File: config.mk
export PLATFORM = sky130hd
export DESIGN_NAME = mmcg_mode_ctrl
export DESIGN_NICKNAME = d
export VERILOG_FILES = /design/src/common/mmcg_pkg.sv /design/src/core/mmcg_glitch_mux.sv /design/src/core/mmcg_mode_ctrl.sv
export SDC_FILE = /design/constraint.sdc
export NUM_CORES = 1
export LEC_CHECK = 0
export BUFFER_PORTS_ARGS = -buffer_cell sky130_fd_sc_hd__buf_2
export CELL_PAD_IN_SITES_DETAIL_PLACEMENT = 0
export CELL_PAD_IN_SITES_GLOBAL_PLACEMENT = 2
export CORE_UTILIZATION = 35
export CTS_BUF_LIST = sky130_fd_sc_hd__clkbuf_8
export DETAILED_ROUTE_END_ITERATION = 7
export PLACE_DENSITY_LB_ADDON = 0.1
export SYNTH_ARGS = -nofsm -noshare
export SYNTH_HDL_FRONTEND = slang
export SYNTH_SLANG_ARGS = --single-unit
export TNS_END_PERCENT = 5
File: constraint.sdc
create_clock -name ref_clk -period 4.82 [get_ports ref_clk]
set_input_delay 0.241 -clock ref_clk [delete_from_list [all_inputs] [get_ports ref_clk]]
set_output_delay 0.241 -clock ref_clk [all_outputs]
set_load 0.05 [all_outputs]
File: src/common/mmcg_pkg.sv
// package for the multi-mode clock generator mode control
// assumes a single ref_clk domain; clock sources arrive as sampled pin levels
package mmcg_pkg;

  localparam logic [1:0] CLKSRC_LOOP = 2'h0;
  localparam logic [1:0] CLKSRC_INT = 2'h1;
  localparam logic [1:0] CLKSRC_EXT = 2'h2;
  localparam logic [2:0] REFDIV_RESET = 3'h0;
  localparam logic [1:0] BUSDIV_RESET = 2'h1;
  localparam logic [3:0] VCOMUL_RESET = 4'h1;
  localparam logic [7:0] TRIM_RESET = 8'h80;
  localparam logic FINETRIM_RESET = 1'b0;
  localparam int FLL_FACTOR = 1024;
  localparam logic [3:0] VCOMUL_MAX_CODE = 4'hA;
  localparam logic [5:0] VCOMUL_STEP = 6'h04;
  localparam logic [5:0] VCOMUL_DEFAULT = 6'h28;
  // loss-of-clock watchdog, in ref_clk cycles without an external edge
  localparam logic [15:0] LOSS_LIMIT_HIGH = 16'h0040;
  localparam logic [15:0] LOSS_LIMIT_LOW = 16'h1000;
  localparam logic [15:0] CNT_ONE = 16'h0001;

  typedef enum logic [7:0] {
    MMCG_FEI  = 8'h01,
    MMCG_FEE  = 8'h02,
    MMCG_FBI  = 8'h04,
    MMCG_FBE  = 8'h08,
    MMCG_PEE  = 8'h10,
    MMCG_PBE  = 8'h20,
    MMCG_LOW_POWER_INTERNAL_MODE = 8'h40,
    MMCG_LOW_POWER_EXTERNAL_MODE = 8'h80
  } mmcg_mode_t;

  typedef struct packed {
    logic [1:0] clockSourceSelect;
    logic referenceSelect;
    logic loopSelect;
    logic lowPowerBit;
    logic [2:0] referenceDivider;
    logic [1:0] busDivider;
    logic [3:0] vcoMultiplierField;
    logic internalRefOutEnable;
    logic internalRefStopEnable;
    logic externalRefOutEnable;
    logic externalRefStopEnable;
    logic clockMonitorEnable;
    logic rangeHigh;
  } mmcg_ctrl_t;

  typedef struct packed {
    logic fllEnable;
    logic pllEnable;
    logic fllLinkMode;
    logic dcoHalfLink;
    logic fllUsesExternal;
    logic pllUsesExternal;
    logic [5:0] pllMultiplier;
    logic [2:0] refDivider;
  } mmcg_loop_t;

endpackage

File: src/core/mmcg_glitch_mux.sv
// glitch-free two-stage select handover for the output clock
// assumes source-ready levels are already synchronised to ref_clk
module mmcg_glitch_mux
  import mmcg_pkg::*;
(
  // clock and reset
  input wire logic ref_clk,
  input wire logic resetn,
  // request
  input wire logic [1:0] requestSel,
  input wire logic [2:0] sourceReady,
  // status
  output logic [1:0] activeSel
);
  logic [1:0] activeSel_ff;
  logic [1:0] pendSel_ff;
  logic gateOff_ff;

  assign activeSel = activeSel_ff;

  // old source gated off one cycle before new one is released: no runt pulse
  always_ff @(posedge ref_clk) begin
    if (!resetn) begin
      activeSel_ff <= CLKSRC_LOOP;
      pendSel_ff <= CLKSRC_LOOP;
      gateOff_ff <= 1'b0;
    end else if (gateOff_ff) begin
      activeSel_ff <= pendSel_ff;
      gateOff_ff <= 1'b0;
    end else if (requestSel != activeSel_ff && requestSel <= CLKSRC_EXT && sourceReady[requestSel]) begin
      pendSel_ff <= requestSel;
      gateOff_ff <= 1'b1;
    end
  end
endmodule

File: src/core/mmcg_mode_ctrl.sv
// mode control for the multi-mode clock generator
// assumes control bits come from same-domain logic; pins are synchronised here
module mmcg_mode_ctrl
  import mmcg_pkg::*;
(
  // clock and resets
  input wire logic ref_clk,
  input wire logic resetn,
  input wire logic powerOnResetn,
  // control
  input wire mmcg_pkg::mmcg_ctrl_t ctrl,
  input wire logic debugActive,
  input wire logic chipStop,
  input wire logic trimWrite,
  input wire logic [7:0] trimWriteValue,
  input wire logic fineTrimWriteValue,
  // analog status pins
  input wire logic externalRefPin,
  input wire logic externalReadyPin,
  input wire logic loopLockPin,
  // loop controls
  output mmcg_pkg::mmcg_loop_t loopCtrl,
  output logic [1:0] outputSourceSel,
  output logic [1:0] busDividerOut,
  // clock gates
  output logic debugLinkClockEnable,
  output logic internalRefClockEnable,
  output logic externalRefClockEnable,
  output logic generatorClockEnable,
  // trim
  output logic [7:0] trimOut,
  output logic fineTrimOut,
  output logic outputFollowsTrim,
  // status
  output mmcg_pkg::mmcg_mode_t currentMode,
  output logic [1:0] clockSourceStatus,
  output logic referenceStatus,
  output logic loopSelectStatus,
  output logic lossOfClockReset,
  output logic lossOfClockFlag
);
  // ------------------------------------------------------------
  // synchronisers
  // ------------------------------------------------------------
  logic [2:0] pinMeta_ff;
  logic [2:0] pinSync_ff;
  logic extRefLast_ff;

  always_ff @(posedge ref_clk) begin
    if (!resetn) begin
      pinMeta_ff <= 3'h0;
      pinSync_ff <= 3'h0;
      extRefLast_ff <= 1'b0;
    end else begin
      pinMeta_ff <= {externalRefPin, externalReadyPin, loopLockPin};
      pinSync_ff <= pinMeta_ff;
      extRefLast_ff <= pinSync_ff[2];
    end
  end

  logic extRefSync;
  logic extReady;
  logic loopLocked;
  assign extRefSync = pinSync_ff[2];
  assign extReady = pinSync_ff[1];
  assign loopLocked = pinSync_ff[0];

  // ------------------------------------------------------------
  // mode decode
  // ------------------------------------------------------------
  // requested mode; illegal combinations keep the present mode
  function automatic mmcg_mode_t decodeMode(input mmcg_ctrl_t c, input logic dbg, input mmcg_mode_t cur);
    mmcg_mode_t m;
    m = cur;
    case (c.clockSourceSelect)
      CLKSRC_LOOP: begin
        if (c.referenceSelect && !c.loopSelect)
          m = MMCG_FEI;
        else if (!c.referenceSelect && !c.loopSelect)
          m = MMCG_FEE;
        else if (!c.referenceSelect && c.loopSelect)
          m = MMCG_PEE;
      end
      CLKSRC_INT: begin
        if (c.referenceSelect && c.lowPowerBit && !dbg)
          m = MMCG_LOW_POWER_INTERNAL_MODE;
        else if (c.referenceSelect && !c.loopSelect)
          m = MMCG_FBI;
      end
      CLKSRC_EXT: begin
        if (!c.referenceSelect && c.lowPowerBit && !dbg)
          m = MMCG_LOW_POWER_EXTERNAL_MODE;
        else if (!c.referenceSelect && !c.loopSelect)
          m = MMCG_FBE;
        else if (!c.referenceSelect && c.loopSelect)
          m = MMCG_PBE;
      end
      default: m = cur;
    endcase
    return m;
  endfunction

  // encoded multiplier; reserved codes fall back to the largest factor
  function automatic logic [5:0] vcoFactor(input logic [3:0] code);
    logic [5:0] f;
    f = VCOMUL_DEFAULT;
    if (code <= VCOMUL_MAX_CODE && code != 4'h0)
      f = 6'(code * VCOMUL_STEP);
    return f;
  endfunction

  function automatic logic usesExternal(input mmcg_mode_t m);
    return m == MMCG_FEE || m == MMCG_FBE || m == MMCG_PEE || m == MMCG_PBE || m == MMCG_LOW_POWER_EXTERNAL_MODE;
  endfunction

  // ------------------------------------------------------------
  // mode register and reference switch
  // ------------------------------------------------------------
  mmcg_mode_t mode_ff;
  mmcg_mode_t nxt_mode;
  logic refStatus_ff;
  logic loopSt_ff;
  logic inStop;

  assign inStop = chipStop;
  assign nxt_mode = decodeMode(ctrl, debugActive, mode_ff);

  always_ff @(posedge ref_clk) begin
    if (!resetn)
      mode_ff <= MMCG_FEI;
    else if (!inStop)
      mode_ff <= nxt_mode;
  end

  // external switch only completes once the oscillator is ready
  always_ff @(posedge ref_clk) begin
    if (!resetn) begin
      refStatus_ff <= 1'b1;
      loopSt_ff <= 1'b0;
    end else begin
      if (ctrl.referenceSelect)
        refStatus_ff <= 1'b1;
      else if (extReady)
        refStatus_ff <= 1'b0;
      loopSt_ff <= ctrl.loopSelect;
    end
  end

  // ------------------------------------------------------------
  // output clock select
  // ------------------------------------------------------------
  logic [1:0] muxStatus;
  logic [2:0] srcReady;
  logic [1:0] clockSourceStatus_ff;
  // loop source counts as available once locked or when already in use
  assign srcReady = {extReady, 1'b1, loopLocked || clockSourceStatus_ff == CLKSRC_LOOP};

  mmcg_glitch_mux uMux (
    .ref_clk(ref_clk),
    .resetn(resetn),
    .requestSel(ctrl.clockSourceSelect),
    .sourceReady(srcReady),
    .activeSel(muxStatus)
  );

  always_ff @(posedge ref_clk) begin
    if (!resetn)
      clockSourceStatus_ff <= CLKSRC_LOOP;
    else
      clockSourceStatus_ff <= muxStatus;
  end

  // ------------------------------------------------------------
  // loop controls
  // ------------------------------------------------------------
  mmcg_loop_t loop_ff;
  mmcg_loop_t nxt_loop;

  always_comb begin
    nxt_loop = '0;
    nxt_loop.refDivider = ctrl.referenceDivider;
    nxt_loop.pllMultiplier = vcoFactor(ctrl.vcoMultiplierField);
    case (mode_ff)
      MMCG_FEI, MMCG_FBI: begin
        nxt_loop.fllEnable = 1'b1;
        nxt_loop.fllLinkMode = 1'b1;
      end
      MMCG_FEE, MMCG_FBE: begin
        nxt_loop.fllEnable = 1'b1;
        nxt_loop.fllLinkMode = 1'b1;
        nxt_loop.fllUsesExternal = !ctrl.referenceSelect;
      end
      MMCG_PEE, MMCG_PBE: begin
        nxt_loop.pllEnable = 1'b1;
        nxt_loop.pllUsesExternal = !ctrl.referenceSelect;
        nxt_loop.dcoHalfLink = debugActive;
        nxt_loop.fllEnable = debugActive;
      end
      MMCG_LOW_POWER_INTERNAL_MODE, MMCG_LOW_POWER_EXTERNAL_MODE: nxt_loop.fllEnable = 1'b0;
      default: nxt_loop.fllEnable = 1'b0;
    endcase
    if (inStop)
      nxt_loop = '0;
  end

  always_ff @(posedge ref_clk) begin
    if (!resetn)
      loop_ff <= '0;
    else
      loop_ff <= nxt_loop;
  end

  // ------------------------------------------------------------
  // clock gates and bus divider
  // ------------------------------------------------------------
  logic linkEn_ff;
  logic irEn_ff;
  logic erEn_ff;
  logic genEn_ff;
  logic [1:0] busDiv_ff;
  mmcg_mode_t preStopMode_ff;

  always_ff @(posedge ref_clk) begin
    if (!resetn)
      preStopMode_ff <= MMCG_FEI;
    else if (!inStop)
      preStopMode_ff <= mode_ff;
  end

  always_ff @(posedge ref_clk) begin
    if (!resetn) begin
      linkEn_ff <= 1'b1;
      irEn_ff <= 1'b0;
      erEn_ff <= 1'b0;
      genEn_ff <= 1'b1;
    end else begin
      genEn_ff <= !inStop;
      linkEn_ff <= !inStop && mode_ff != MMCG_LOW_POWER_INTERNAL_MODE && mode_ff != MMCG_LOW_POWER_EXTERNAL_MODE
                   && (nxt_loop.fllLinkMode || nxt_loop.dcoHalfLink);
      irEn_ff <= ctrl.internalRefOutEnable && (!inStop || ctrl.internalRefStopEnable);
      erEn_ff <= ctrl.externalRefOutEnable && (!inStop || ctrl.externalRefStopEnable
                 || usesExternal(preStopMode_ff));
    end
  end

  // applied the cycle after it is written, regardless of status
  always_ff @(posedge ref_clk) begin
    if (!resetn)
      busDiv_ff <= BUSDIV_RESET;
    else
      busDiv_ff <= ctrl.busDivider;
  end

  // ------------------------------------------------------------
  // trim, kept across every reset but power-on; the follow flag is set again by resetn
  // ------------------------------------------------------------
  logic [7:0] trim_ff;
  logic fineTrim_ff;
  logic followTrim_ff;

  always_ff @(posedge ref_clk) begin
    if (!powerOnResetn) begin
      trim_ff <= TRIM_RESET;
      fineTrim_ff <= FINETRIM_RESET;
    end else if (trimWrite) begin
      trim_ff <= trimWriteValue;
      fineTrim_ff <= fineTrimWriteValue;
    end
  end

  always_ff @(posedge ref_clk) begin
    if (!resetn)
      followTrim_ff <= 1'b1;
    else
      followTrim_ff <= mode_ff == MMCG_FEI || mode_ff == MMCG_FBI || mode_ff == MMCG_LOW_POWER_INTERNAL_MODE;
  end

  // ------------------------------------------------------------
  // loss-of-clock monitor
  // ------------------------------------------------------------
  // edge-gap watchdog; limits stand in for the analog thresholds
  logic [15:0] gapCnt_ff;
  logic locReset_ff;
  logic locFlag_ff;
  logic extEdge;
  assign extEdge = extRefSync ^ extRefLast_ff;

  always_ff @(posedge ref_clk) begin
    if (!resetn || extEdge || !ctrl.clockMonitorEnable)
      gapCnt_ff <= '0;
    else if (gapCnt_ff != LOSS_LIMIT_LOW)
      gapCnt_ff <= gapCnt_ff + CNT_ONE;
  end

  always_ff @(posedge ref_clk) begin
    if (!resetn)
      locReset_ff <= 1'b0;
    else
      locReset_ff <= ctrl.clockMonitorEnable && !inStop
                     && gapCnt_ff >= (ctrl.rangeHigh ? LOSS_LIMIT_HIGH : LOSS_LIMIT_LOW);
  end

  // flag survives the chip reset it causes; cleared only by power-on
  always_ff @(posedge ref_clk) begin
    if (!powerOnResetn)
      locFlag_ff <= 1'b0;
    else if (locReset_ff)
      locFlag_ff <= 1'b1;
  end

  // ------------------------------------------------------------
  // outputs
  // ------------------------------------------------------------
  assign loopCtrl = loop_ff;
  assign outputSourceSel = clockSourceStatus_ff;
  assign busDividerOut = busDiv_ff;
  assign debugLinkClockEnable = linkEn_ff;
  assign internalRefClockEnable = irEn_ff;
  assign externalRefClockEnable = erEn_ff;
  assign generatorClockEnable = genEn_ff;
  assign trimOut = trim_ff;
  assign fineTrimOut = fineTrim_ff;
  assign outputFollowsTrim = followTrim_ff;
  assign currentMode = mode_ff;
  assign clockSourceStatus = clockSourceStatus_ff;
  assign referenceStatus = refStatus_ff;
  assign loopSelectStatus = loopSt_ff;
  assign lossOfClockReset = locReset_ff;
  assign lossOfClockFlag = locFlag_ff;
endmodule

# Word-level counts from Yosys, hierarchy flattened
# Cells that the tools add are included.
[classes] addsub=1 order_cmp=4 eq_ne=21 n_mux=21 bitwise_logic=7 reduce_logical=51
[op_table] op="8-bit 2-to-1 mux" n=8
[op_table] op="13-bit 2-to-1 mux" n=2
[op_table] op="8-bit one-hot mux with 3 select lines" n=1
[op_table] op="1-bit logical AND" n=17
[op_table] op="16-bit by 1-bit adder with 16-bit output (second input constant)" n=1
[op_table] op="8-bit by 2-bit equality test with 1-bit output (second input constant)" n=2
[op_table] op="8-bit by 4-bit equality test with 1-bit output (second input constant)" n=2
[op_table] op="8-bit by 5-bit equality test with 1-bit output (second input constant)" n=2
[op_table] op="8-bit by 6-bit equality test with 1-bit output (second input constant)" n=2
[op_table] op="16-bit by 13-bit >= comparator with 1-bit output" n=1
[op_table] op="16-bit by 13-bit inequality test with 1-bit output (second input constant)" n=1
[op_table] op="1-bit logical OR" n=13
[op_table] op="2-bit OR reduction" n=5
[op_table] op="3-bit OR reduction" n=3
[op_table] op="8-bit by 1-bit equality test with 1-bit output (second input constant)" n=1
[op_table] op="8-bit by 3-bit equality test with 1-bit output (second input constant)" n=1
[op_table] op="8-bit by 7-bit equality test with 1-bit output (second input constant)" n=1
[op_table] op="8-bit equality test (second input constant)" n=1
[op_table] op="4-bit inequality test (second input constant)" n=2
[op_table] op="8-bit by 7-bit inequality test with 1-bit output (second input constant)" n=1
[op_table] op="8-bit inequality test (second input constant)" n=1
[op_table] op="1-bit 2-to-1 mux" n=7
[op_table] op="1-bit zero test" n=6
[op_table] op="6-bit 2-to-1 mux" n=1
[op_table] op="other kinds (17)" n=23
[word_totals] reg_bits=81 wordCells=136

# Depth between registers and ports, before layout
# Gate-level depths: netlist of the first run.
[depth] ltp_word=7 ltp_mapped=6 ltp_nobuf=6

# By module
# Synthesis of the first run repeated with hierarchy kept, for this count alone.
[hier_totals] hier_cells=354 hier_area_um2=3321.9
[modules_own_cells] mod="mmcg_mode_ctrl" instances=1 cells_per_inst=331 area_per_inst_um2=3076.7 seq_area_each_um2=1481.4
[modules_own_cells] mod="mmcg_glitch_mux" instances=1 cells_per_inst=23 area_per_inst_um2=245.2 seq_area_each_um2=100.1

# Worst setup path after synthesis of the first run
# No wires, ideal clock.
[synth_path] path_kind="register -> register" startpoint="reg mode_ff[2] (netlist: currentMode[2])" endpoint="reg linkEn_ff (netlist: debugLinkClockEnable)" setup_ns=0.139 arrival_ns=1.665 required_time_ns=4.681 slack_ns=3.016 stages_incl_launch_ff=6 n_path_buf=1 period_less_slack_ns=1.804 path_cell_list="dfxtp_1 > clkbuf_1 > xnor2_1 > nor3_1 > o311ai_0 > nand3_1"
[synth_via] elab_chain_cells=6 elab_cells_between_ends=17 classes_between="eq/ne (8); mux (3); reduce/logical (6)"
[synth_rtl] item="start, declared" line="mmcg_mode_ctrl.sv:119" text="mmcg_mode_t mode_ff;"
[synth_rtl] item="start signal, assigned" line="mmcg_mode_ctrl.sv:132" text="mode_ff <= nxt_mode;"
[synth_rtl] item="8-bit by 1-bit equality test with 1-bit output (tied with other cells)" line="mmcg_mode_ctrl.sv:183" text="case (mode_ff)"
[synth_rtl] item="4-bit OR reduction (no line) or 2-bit OR reduction (tied branches)"
[synth_rtl] item="1-bit 2-to-1 mux" line="mmcg_mode_ctrl.sv:183"
[synth_rtl] item="13-bit 2-to-1 mux" line="mmcg_mode_ctrl.sv:202" text="if (inStop)"
[synth_rtl] item="1-bit logical OR" line="mmcg_mode_ctrl.sv:239" text="&& (nxt_loop.fllLinkMode || nxt_loop.dcoHalfLink);"
[synth_rtl] item="1-bit logical AND (*)" line="mmcg_mode_ctrl.sv:239"
[synth_rtl] item="end signal, assigned" line="mmcg_mode_ctrl.sv:238" text="linkEn_ff <= !inStop && mode_ff != MMCG_LOW_POWER_INTERNAL_MODE && mode_ff != MMCG_LOW_POWER_EXTERNAL_MODE"
[synth_rtl] item="end, declared" line="mmcg_mode_ctrl.sv:216" text="logic linkEn_ff;"
# Mark *: on every way between the ends. The rest lies on a longest branch, timed or not.
# A chain may end at the register's enable or synchronous reset.

# Worst setup path after layout of the first run
[layout_path] startpoint="reg gapCnt_ff[2]" endpoint="reg gapCnt_ff[15]"
[layout_via] elab_chain_cells=1 elab_cells_between_ends=2 classes_between="add/sub (1); eq/ne (1)"
[layout_rtl] item="start, declared" line="mmcg_mode_ctrl.sv:282" text="logic [15:0] gapCnt_ff;"
[layout_rtl] item="start signal, assigned" line="mmcg_mode_ctrl.sv:292" text="gapCnt_ff <= gapCnt_ff + CNT_ONE;"
[layout_rtl] item="16-bit by 1-bit adder with 16-bit output or 16-bit by 13-bit inequality test with 1-bit output (tied branches)" line="mmcg_mode_ctrl.sv:292, mmcg_mode_ctrl.sv:291"
# Several ways; a longest one is shown, not always the timed one.

==> results of run 1 <==
## sequential cells by signal, indices dropped and copies added (netlist names), 2 cells and up
register           cells
loopCtrl              13
gapCnt_ff             16
uMux.pendSel_ff        2
currentMode            8
trimOut                8
uMux.activeSel         2
busDividerOut          2
pinMeta_ff             3
pinSync_ff             3
clockSourceStatus      2
preStopMode_ff         8
## stage by stage
| stage | total power, mW | hold slack [ns] |
|---|---|---|
| 3_5_place_dp | 0.8683 | 0.4220 |
| 6_report | 1.326 | 0.09852 |
| 3_3_place_gp | 0.8680 | 0.4173 |
| 5_1_grt | 1.386 | 0.09310 |
| 2_1_floorplan | 0.8222 | 0.3171 |
| 4_1_cts | 1.347 | 0.08168 |
## worst register-to-register path, cell delays in order, from the launching register on
cell and delay [ns]:
dfxtp_1 0.40, nand3_1 0.30, or3_1 0.51, or3_1 0.36, a21oi_1 0.14
## area by class of cell
type / instances / area, µm²
timing repair buffer: 83 / 417.9
clock buffer: 9 / 123.9
fill: 950 / 5240
tap: 111 / 138.9
sequential: 79 / 1582
clock inverter: 7 / 66.31
multi-input combinational: 236 / 1587
inverter: 11 / 41.29
## logic make-up (layout without fill, tap and decap cells)
group / count (synthesis) / count (layout) / synth area share, %
AOI/OAI and AO/OA: 32 / 32 / 6.217
xor gates and xnor gates: 19 / 19 / 5.042
adders and majority gates: 8 / 8 / 3.033
buffers and inverters: 31 / 110 / 4.132
DFF: 79 / 79 / 47.92
muxes: 27 / 27 / 8.188
other: 1 / 2 / 0.1136
and+or+nand+nor: 148 / 148 / 25.36
## path summary, 6_finish.rpt
path / from / endpoint / slack (ns) / depth (start not counted)
setup / recovery: gapCnt_ff[2] / gapCnt_ff[15] / 3.05 / 4
hold / removal: ctrl[12] / loopCtrl[0] / 0.1 / 2
setup reg to reg: gapCnt_ff[2] / gapCnt_ff[15] / 3.05 / 4
hold reg to reg: pinMeta_ff[1] / pinSync_ff[1] / 0.44 / 1
## power breakdown
part / switching [mW] / internal, mW / total [mW]
Combinational: 0.110 / 0.0543 / 0.164
Clock: 0.239 / 0.236 / 0.475
Sequential: 0.0129 / 0.674 / 0.686
## per-layer routing
metal	track usage [%]	routed length (µm)	vias to the layer above
li1	-	-	1322
met1	19.37	3454	1142
met2	22.86	2915	60
met3	2.741	287	11
met4	7.466	132	0
met5	0	0	-
## synth_stat cells (3+ instances only)
library cell | number | share of area (%)
a21oi_1 | 9 | 1.4
and2_1 | 15 | 2.8
and3_1 | 3 | 0.57
buf_2 | 4 | 0.61
buf_4 | 4 | 0.91
clkbuf_1 | 11 | 1.3
dfxtp_1 | 79 | 48
ha_1 | 8 | 3.0
inv_1 | 11 | 1.3
mux2i_1 | 27 | 8.2
nand2_1 | 27 | 3.1
nand2b_1 | 6 | 1.1
nand3_1 | 10 | 1.5
nand3b_1 | 4 | 0.91
nor2_1 | 20 | 2.3
nor2b_1 | 22 | 4.2
nor3_1 | 10 | 1.5
nor3b_1 | 3 | 0.68
nor4_1 | 6 | 1.1
nor4b_1 | 3 | 0.80
o211ai_1 | 3 | 0.68
o21ai_0 | 7 | 1.1
or3_1 | 7 | 1.3
xnor2_1 | 10 | 2.7
xor2_1 | 9 | 2.4
==> metrics.md, run 1 <==
| Metric | Value |
|---|---|
| Status | finished clean |
| Cell Area, Synth | 3301 µm² |
| Final hold violation count | 0 |
| Max Cap Viol | 0 |
| DR vias | 2535 |
| Setup Buffers After CTS | 0 |
| Core area | 9196 µm² |
| Remaining Overflow, GRT | 0 |
| Most common cell on crit path | or3_1 |
| CP required | 5.09 ns |
| Worst Skew | 0.009384 ns |
| Diode count | 0 |
| Area grow syn2layout | 19.86% |
| Sink Count | 79 |
| RSZ-0062 raised after global routing | no |
| Max-slew headroom | 59.59% |
| Async SR Flop Fraction | 0% |
| Post-route insts no fill | 536 |
| Placed insts | 520 |
| # port buffers | 82 |
| Total routed wirelength | 6789 µm |
| # hold bufs at CTS | 0 |
| Die ar. | 9823 µm² |
| Slowest stage cell, crit path | or3_1 |
| FMAX | 564.5 MHz |
| Final min period | 1.772 ns |
| Largest stage delay, worst path | 0.51 ns |
| Crit path arrival time | 2.04 ns |
| EDFF count, synth | 0 |
| Peak VDD IR | 133.1 µV |
| CP Max Fanout | 11 |
| Fin Setup TNS | 0 ns |
| Critical path, cell by cell | nand3_1 -> or3_1 -> or3_1 -> a21oi_1 |
| Share of cells above drive strength 1 | 23.76% |
| Lkg Pwr | 1.739 nW |
| H-tree depth | 3 |
| Vias per cell | 4.729 |
| CP Capture Type | flip-flop |
| Bufs and invs on worst path | 0 |
| Worst setup margin | 3.048 ns |
| Cell variety after synth | 46 |
| Tcrit/Tclk final | 36.75% |
| All-layer global routing usage | 14.62% |
| Largest delay share family, worst path | simple AND/OR/NAND/NOR gates |
| Initial DRC count | 41 |
| Post-synthesis register bit count | 79 |
| WS Path Type | flip-flop to flip-flop |
| Hold crit path type | input pin to flip-flop |
| Detail Placement HPWL | 4828 µm |
| GP Congestion | 0.7631 |
| CTS clk-pin slew, worst paths | 0.08 ns |
| Clk buf depth | 2 |
| Num ports | 85 |
| CP Launch Type | flip-flop |
| Dpl ws | 2.766 ns |
| Most used DFF post-synth | dfxtp_1 |
| DR WL/cell | 12.67 µm |
| Sequential area share after synthesis | 47.92% |
| Root buf cell | clkbuf_8 |
| PostCTS Resize Cnt | 0 |
| Initial Util | 35.89% |
| Nets | 466 |
| Standard-cell rows | 35 |
| Placed cell areas | 3766 µm² |
| Most common cell after layout, fill and taps aside | buf_2 |
| Vias in the first global route | 2335 |
| Actual slew at the worst max-slew pin | 0.5985 ns |
| Initial antenna violation count | 0 |
| Die extent in y | 99.11 µm |
| Die X | 99.11 µm |
| First-pass GRT wire length | 11210 µm |
| Largest net degree at the start of global routing | 53 |
| Detail Route Antenna Nets | 0 |
| Final core utilization | 43.02% |
| Avg Cell Area, Syn | 9.567 µm² |
| Syn. warnings | 0 |
| Power per cell area | 335.1 nW/µm² |
| Slew Viols, Final | 0 |
| Inserted Clock Buffers | 9 |
| # DRC | 0 |
| Clock latency on the worst-skew pair | 0.35 ns |
| DRT Pass-1 Iters | 4 |
| CTS tree | done |
| Final Cell Area | 3956 µm² |
| Post-Syn Instances | 345 |
| Most frequent cells in the layout | buf_2 (82), dfxtp_1 (79), nand2_1 (27), mux2i_1 (27), nor2b_1 (22) |
| Final Setup Violations | 0 |
Power figures use the tool's default switching activity.
==> run 2: changes to the inputs <==
--- a/config.mk
+++ b/config.mk
@@ -8,7 +8,7 @@
 export BUFFER_PORTS_ARGS = -buffer_cell sky130_fd_sc_hd__buf_2
 export CELL_PAD_IN_SITES_DETAIL_PLACEMENT = 0
 export CELL_PAD_IN_SITES_GLOBAL_PLACEMENT = 2
-export CORE_UTILIZATION = 35
+export CORE_UTILIZATION = 33
 export CTS_BUF_LIST = sky130_fd_sc_hd__clkbuf_8
 export DETAILED_ROUTE_END_ITERATION = 7
 export PLACE_DENSITY_LB_ADDON = 0.1
==> constraint.sdc (replaced) <==
create_clock -name ref_clk -period 1.64 [get_ports ref_clk]
set_input_delay 0.082 -clock ref_clk [delete_from_list [all_inputs] [get_ports ref_clk]]
set_output_delay 0.082 -clock ref_clk [all_outputs]
set_load 0.05 [all_outputs]
==> run 2 against run 1 <==
Via count rose by 8.3%. Count of clock-buffer cells in the layout did not move. Flip-flop and latch count did not move. Cell area rose by 11%. Register-to-register slack worse by 2.9 ns. Critical path type unchanged. Largest power group unchanged. Highest routed layer unchanged.
==> metrics.md, run 2 (same netlist as run 1, synthesis figures left out) <==
| Metric | Value |
|---|---|
| DR vias | 2746 |
| Num ports | 85 |
| Sink Count | 79 |
| Max-slew headroom | 63.00% |
| Inserted Clock Buffers | 9 |
| H-tree depth | 3 |
| Setup crit end | gapCnt_ff[1] |
| Lkg Pwr | 1.926 nW |
| DRT Pass-1 Iters | 4 |
| Root buf cell | clkbuf_8 |
| Die ar. | 10410 µm² |
| Status | finished clean |
| Worst Skew | 0.008405 ns |
| Psw | 1.070 mW |
| Share of cells above drive strength 1 | 27.80% |
| # DRC | 0 |
| RSZ-0062 raised after global routing | no |
| Clock Power Share | 37.3% |
| R2R Setup Slk | 0.12 ns |
| Most common cell after layout, fill and taps aside | buf_2 |
| Detail Placement HPWL | 5398 µm |
| Final hold violation count | 0 |
| CP required | 1.91 ns |
| Clock latency on the worst-skew pair | 0.34 ns |
| Detail Route Antenna Nets | 0 |
| Area grow syn2layout | 32.83% |
| Fill count | 988 |
| Initial Util | 33.92% |
| Worst setup margin | 0.1205 ns |
| Slew Viols, Final | 0 |
| Most frequent cells in the layout | buf_2 (82), dfxtp_1 (71), nand2_1 (27), mux2i_1 (27), dlygate4sd3_1 (23) |
| DR WL/cell | 12.88 µm |
| Peak VDD IR | 498.4 µV |
| WS Path Type | flip-flop to flip-flop |
| Placed insts | 560 |
| First-pass GRT wire length | 12230 µm |
| CTS tree | done |
| Diode count | 0 |
| Max Cap Viol | 0 |
| Total routed wirelength | 7688 µm |
| # port buffers | 82 |
| Final Setup Violations | 0 |
| Vias in the first global route | 2518 |
| Post-route insts no fill | 597 |
| Comb power frac | 13.6% |
| Largest net degree at the start of global routing | 20 |
| Sequential share of power | 49.1% |
| FMAX | 658.1 MHz |
| CP Launch Type | flip-flop |
| Standard-cell rows | 36 |
| Clk buf depth | 2 |
| Register with the most flip-flops | gapCnt_ff |
| Final min period | 1.519 ns |
| Worst hold slack | 0.005863 ns |
| Reg-to-reg critical path endpoint | gapCnt_ff[1] |
| Worst reg2reg path depth | 4 |
| CP Capture Type | flip-flop |
| Tcrit/Tclk final | 92.65% |
| Initial antenna violation count | 0 |
| Pwr Total | 4.095 mW |
| Vias per cell | 4.600 |
| Dpl ws | 0.02233 ns |
| Number of flip-flops in the largest register | 16 |
| CTS clk-pin slew, worst paths | 0.08 ns |
| All-layer global routing usage | 15.20% |
| Initial DRC count | 64 |
| Sw frac | 26.12% |
| Die extent in y | 102.0 µm |
| Actual slew at the worst max-slew pin | 0.5549 ns |
| Die X | 102.0 µm |
| Worst setup path startpoint | gapCnt_ff[8] |
| Power per cell area | 934.0 nW/µm² |
| Hold crit path type | input pin to flip-flop |
| Setup Buffers After CTS | 0 |
| Cell-internal power | 3.025 mW |
| Remaining Overflow, GRT | 0 |
| CP Max Fanout | 3 |
| GP Congestion | 0.7705 |
| Nets | 507 |
| R2r startpoint | gapCnt_ff[8] |
| Crit path arrival time | 1.79 ns |
| Core area | 9729 µm² |
| Fin Setup TNS | 0 ns |
-- run 2: worst min-delay path by stage --
stage	startpoint	depth (start not counted)	end	slack, ns
detailed placement	ctrl[13]	2	loopCtrl[1]	0.29
global route	ctrl[8]	2	loopCtrl[7]	0.02
global placement	ctrl[10]	2	busDividerOut[0]	0.28
finish	debugActive	3	loopCtrl[11]	0.006
CTS	ctrl[1]	3	lossOfClockReset	0.005
floorplan	ctrl[9]	1	loopCtrl[7]	0.16
-- run 2: routing by layer --
layer	GRT usage [%]	part of all wire, %	up-vias	wire (µm)
li1	-	-	1396	-
met1	19.65	49	1273	3733
met2	24.47	46	67	3499
met3	3.694	4.2	10	324
met4	5.824	1.7	0	131
met5	0	0	-	0
-- run 2: worst max-delay path: stages, from the launching register on --
cell	delay (ns)
dfxtp_1	0.33
nor4_1	0.38
nand2b_1	0.12
or4_1	0.48
a21oi_1	0.14
-- run 2: layout make-up --
cell class	instances	area (µm²)	share of cell area (%)
Clock buffer	9	123.9	2.825
Inverter	11	41.29	0.9418
Clock inverter	5	76.32	1.741
Sequential cell	79	1592	36.30
Timing Repair Buffer	124	783.3	17.87
Tap cell	133	166.4	3.796
Multi-Input combinational cell	236	1602	36.53
-- run 2: metrics by stage --
stage	utilization (%)	cell area [µm²]
2_1_floorplan	-	3313
5_1_grt	45.06	4384
4_1_cts	44.86	4364
3_5_place_dp	40.43	3934
3_3_place_gp	40.43	3934
6_report	45.06	4384
-- run 2: power groups by stage --
stage | Clock [mW] | Sequential, mW | Combinational, mW
after detailed placement | 0 | 2.06 | 0.520
after floorplan | 0 | 2.21 | 0.210
final | 1.53 | 2.01 | 0.557
after global placement | 0 | 2.06 | 0.518
after global routing | 1.66 | 2.02 | 0.606
after CTS | 1.60 | 2.01 | 0.563
-- run 2: what timing repair did --
action | 4_1_cts | 5_1_grt
hold buffers | 23 | 0
gates resized for setup | 0 | 7
endpoints found under the setup margin | 0 | 3
hold endpoints to repair | 22 | 0
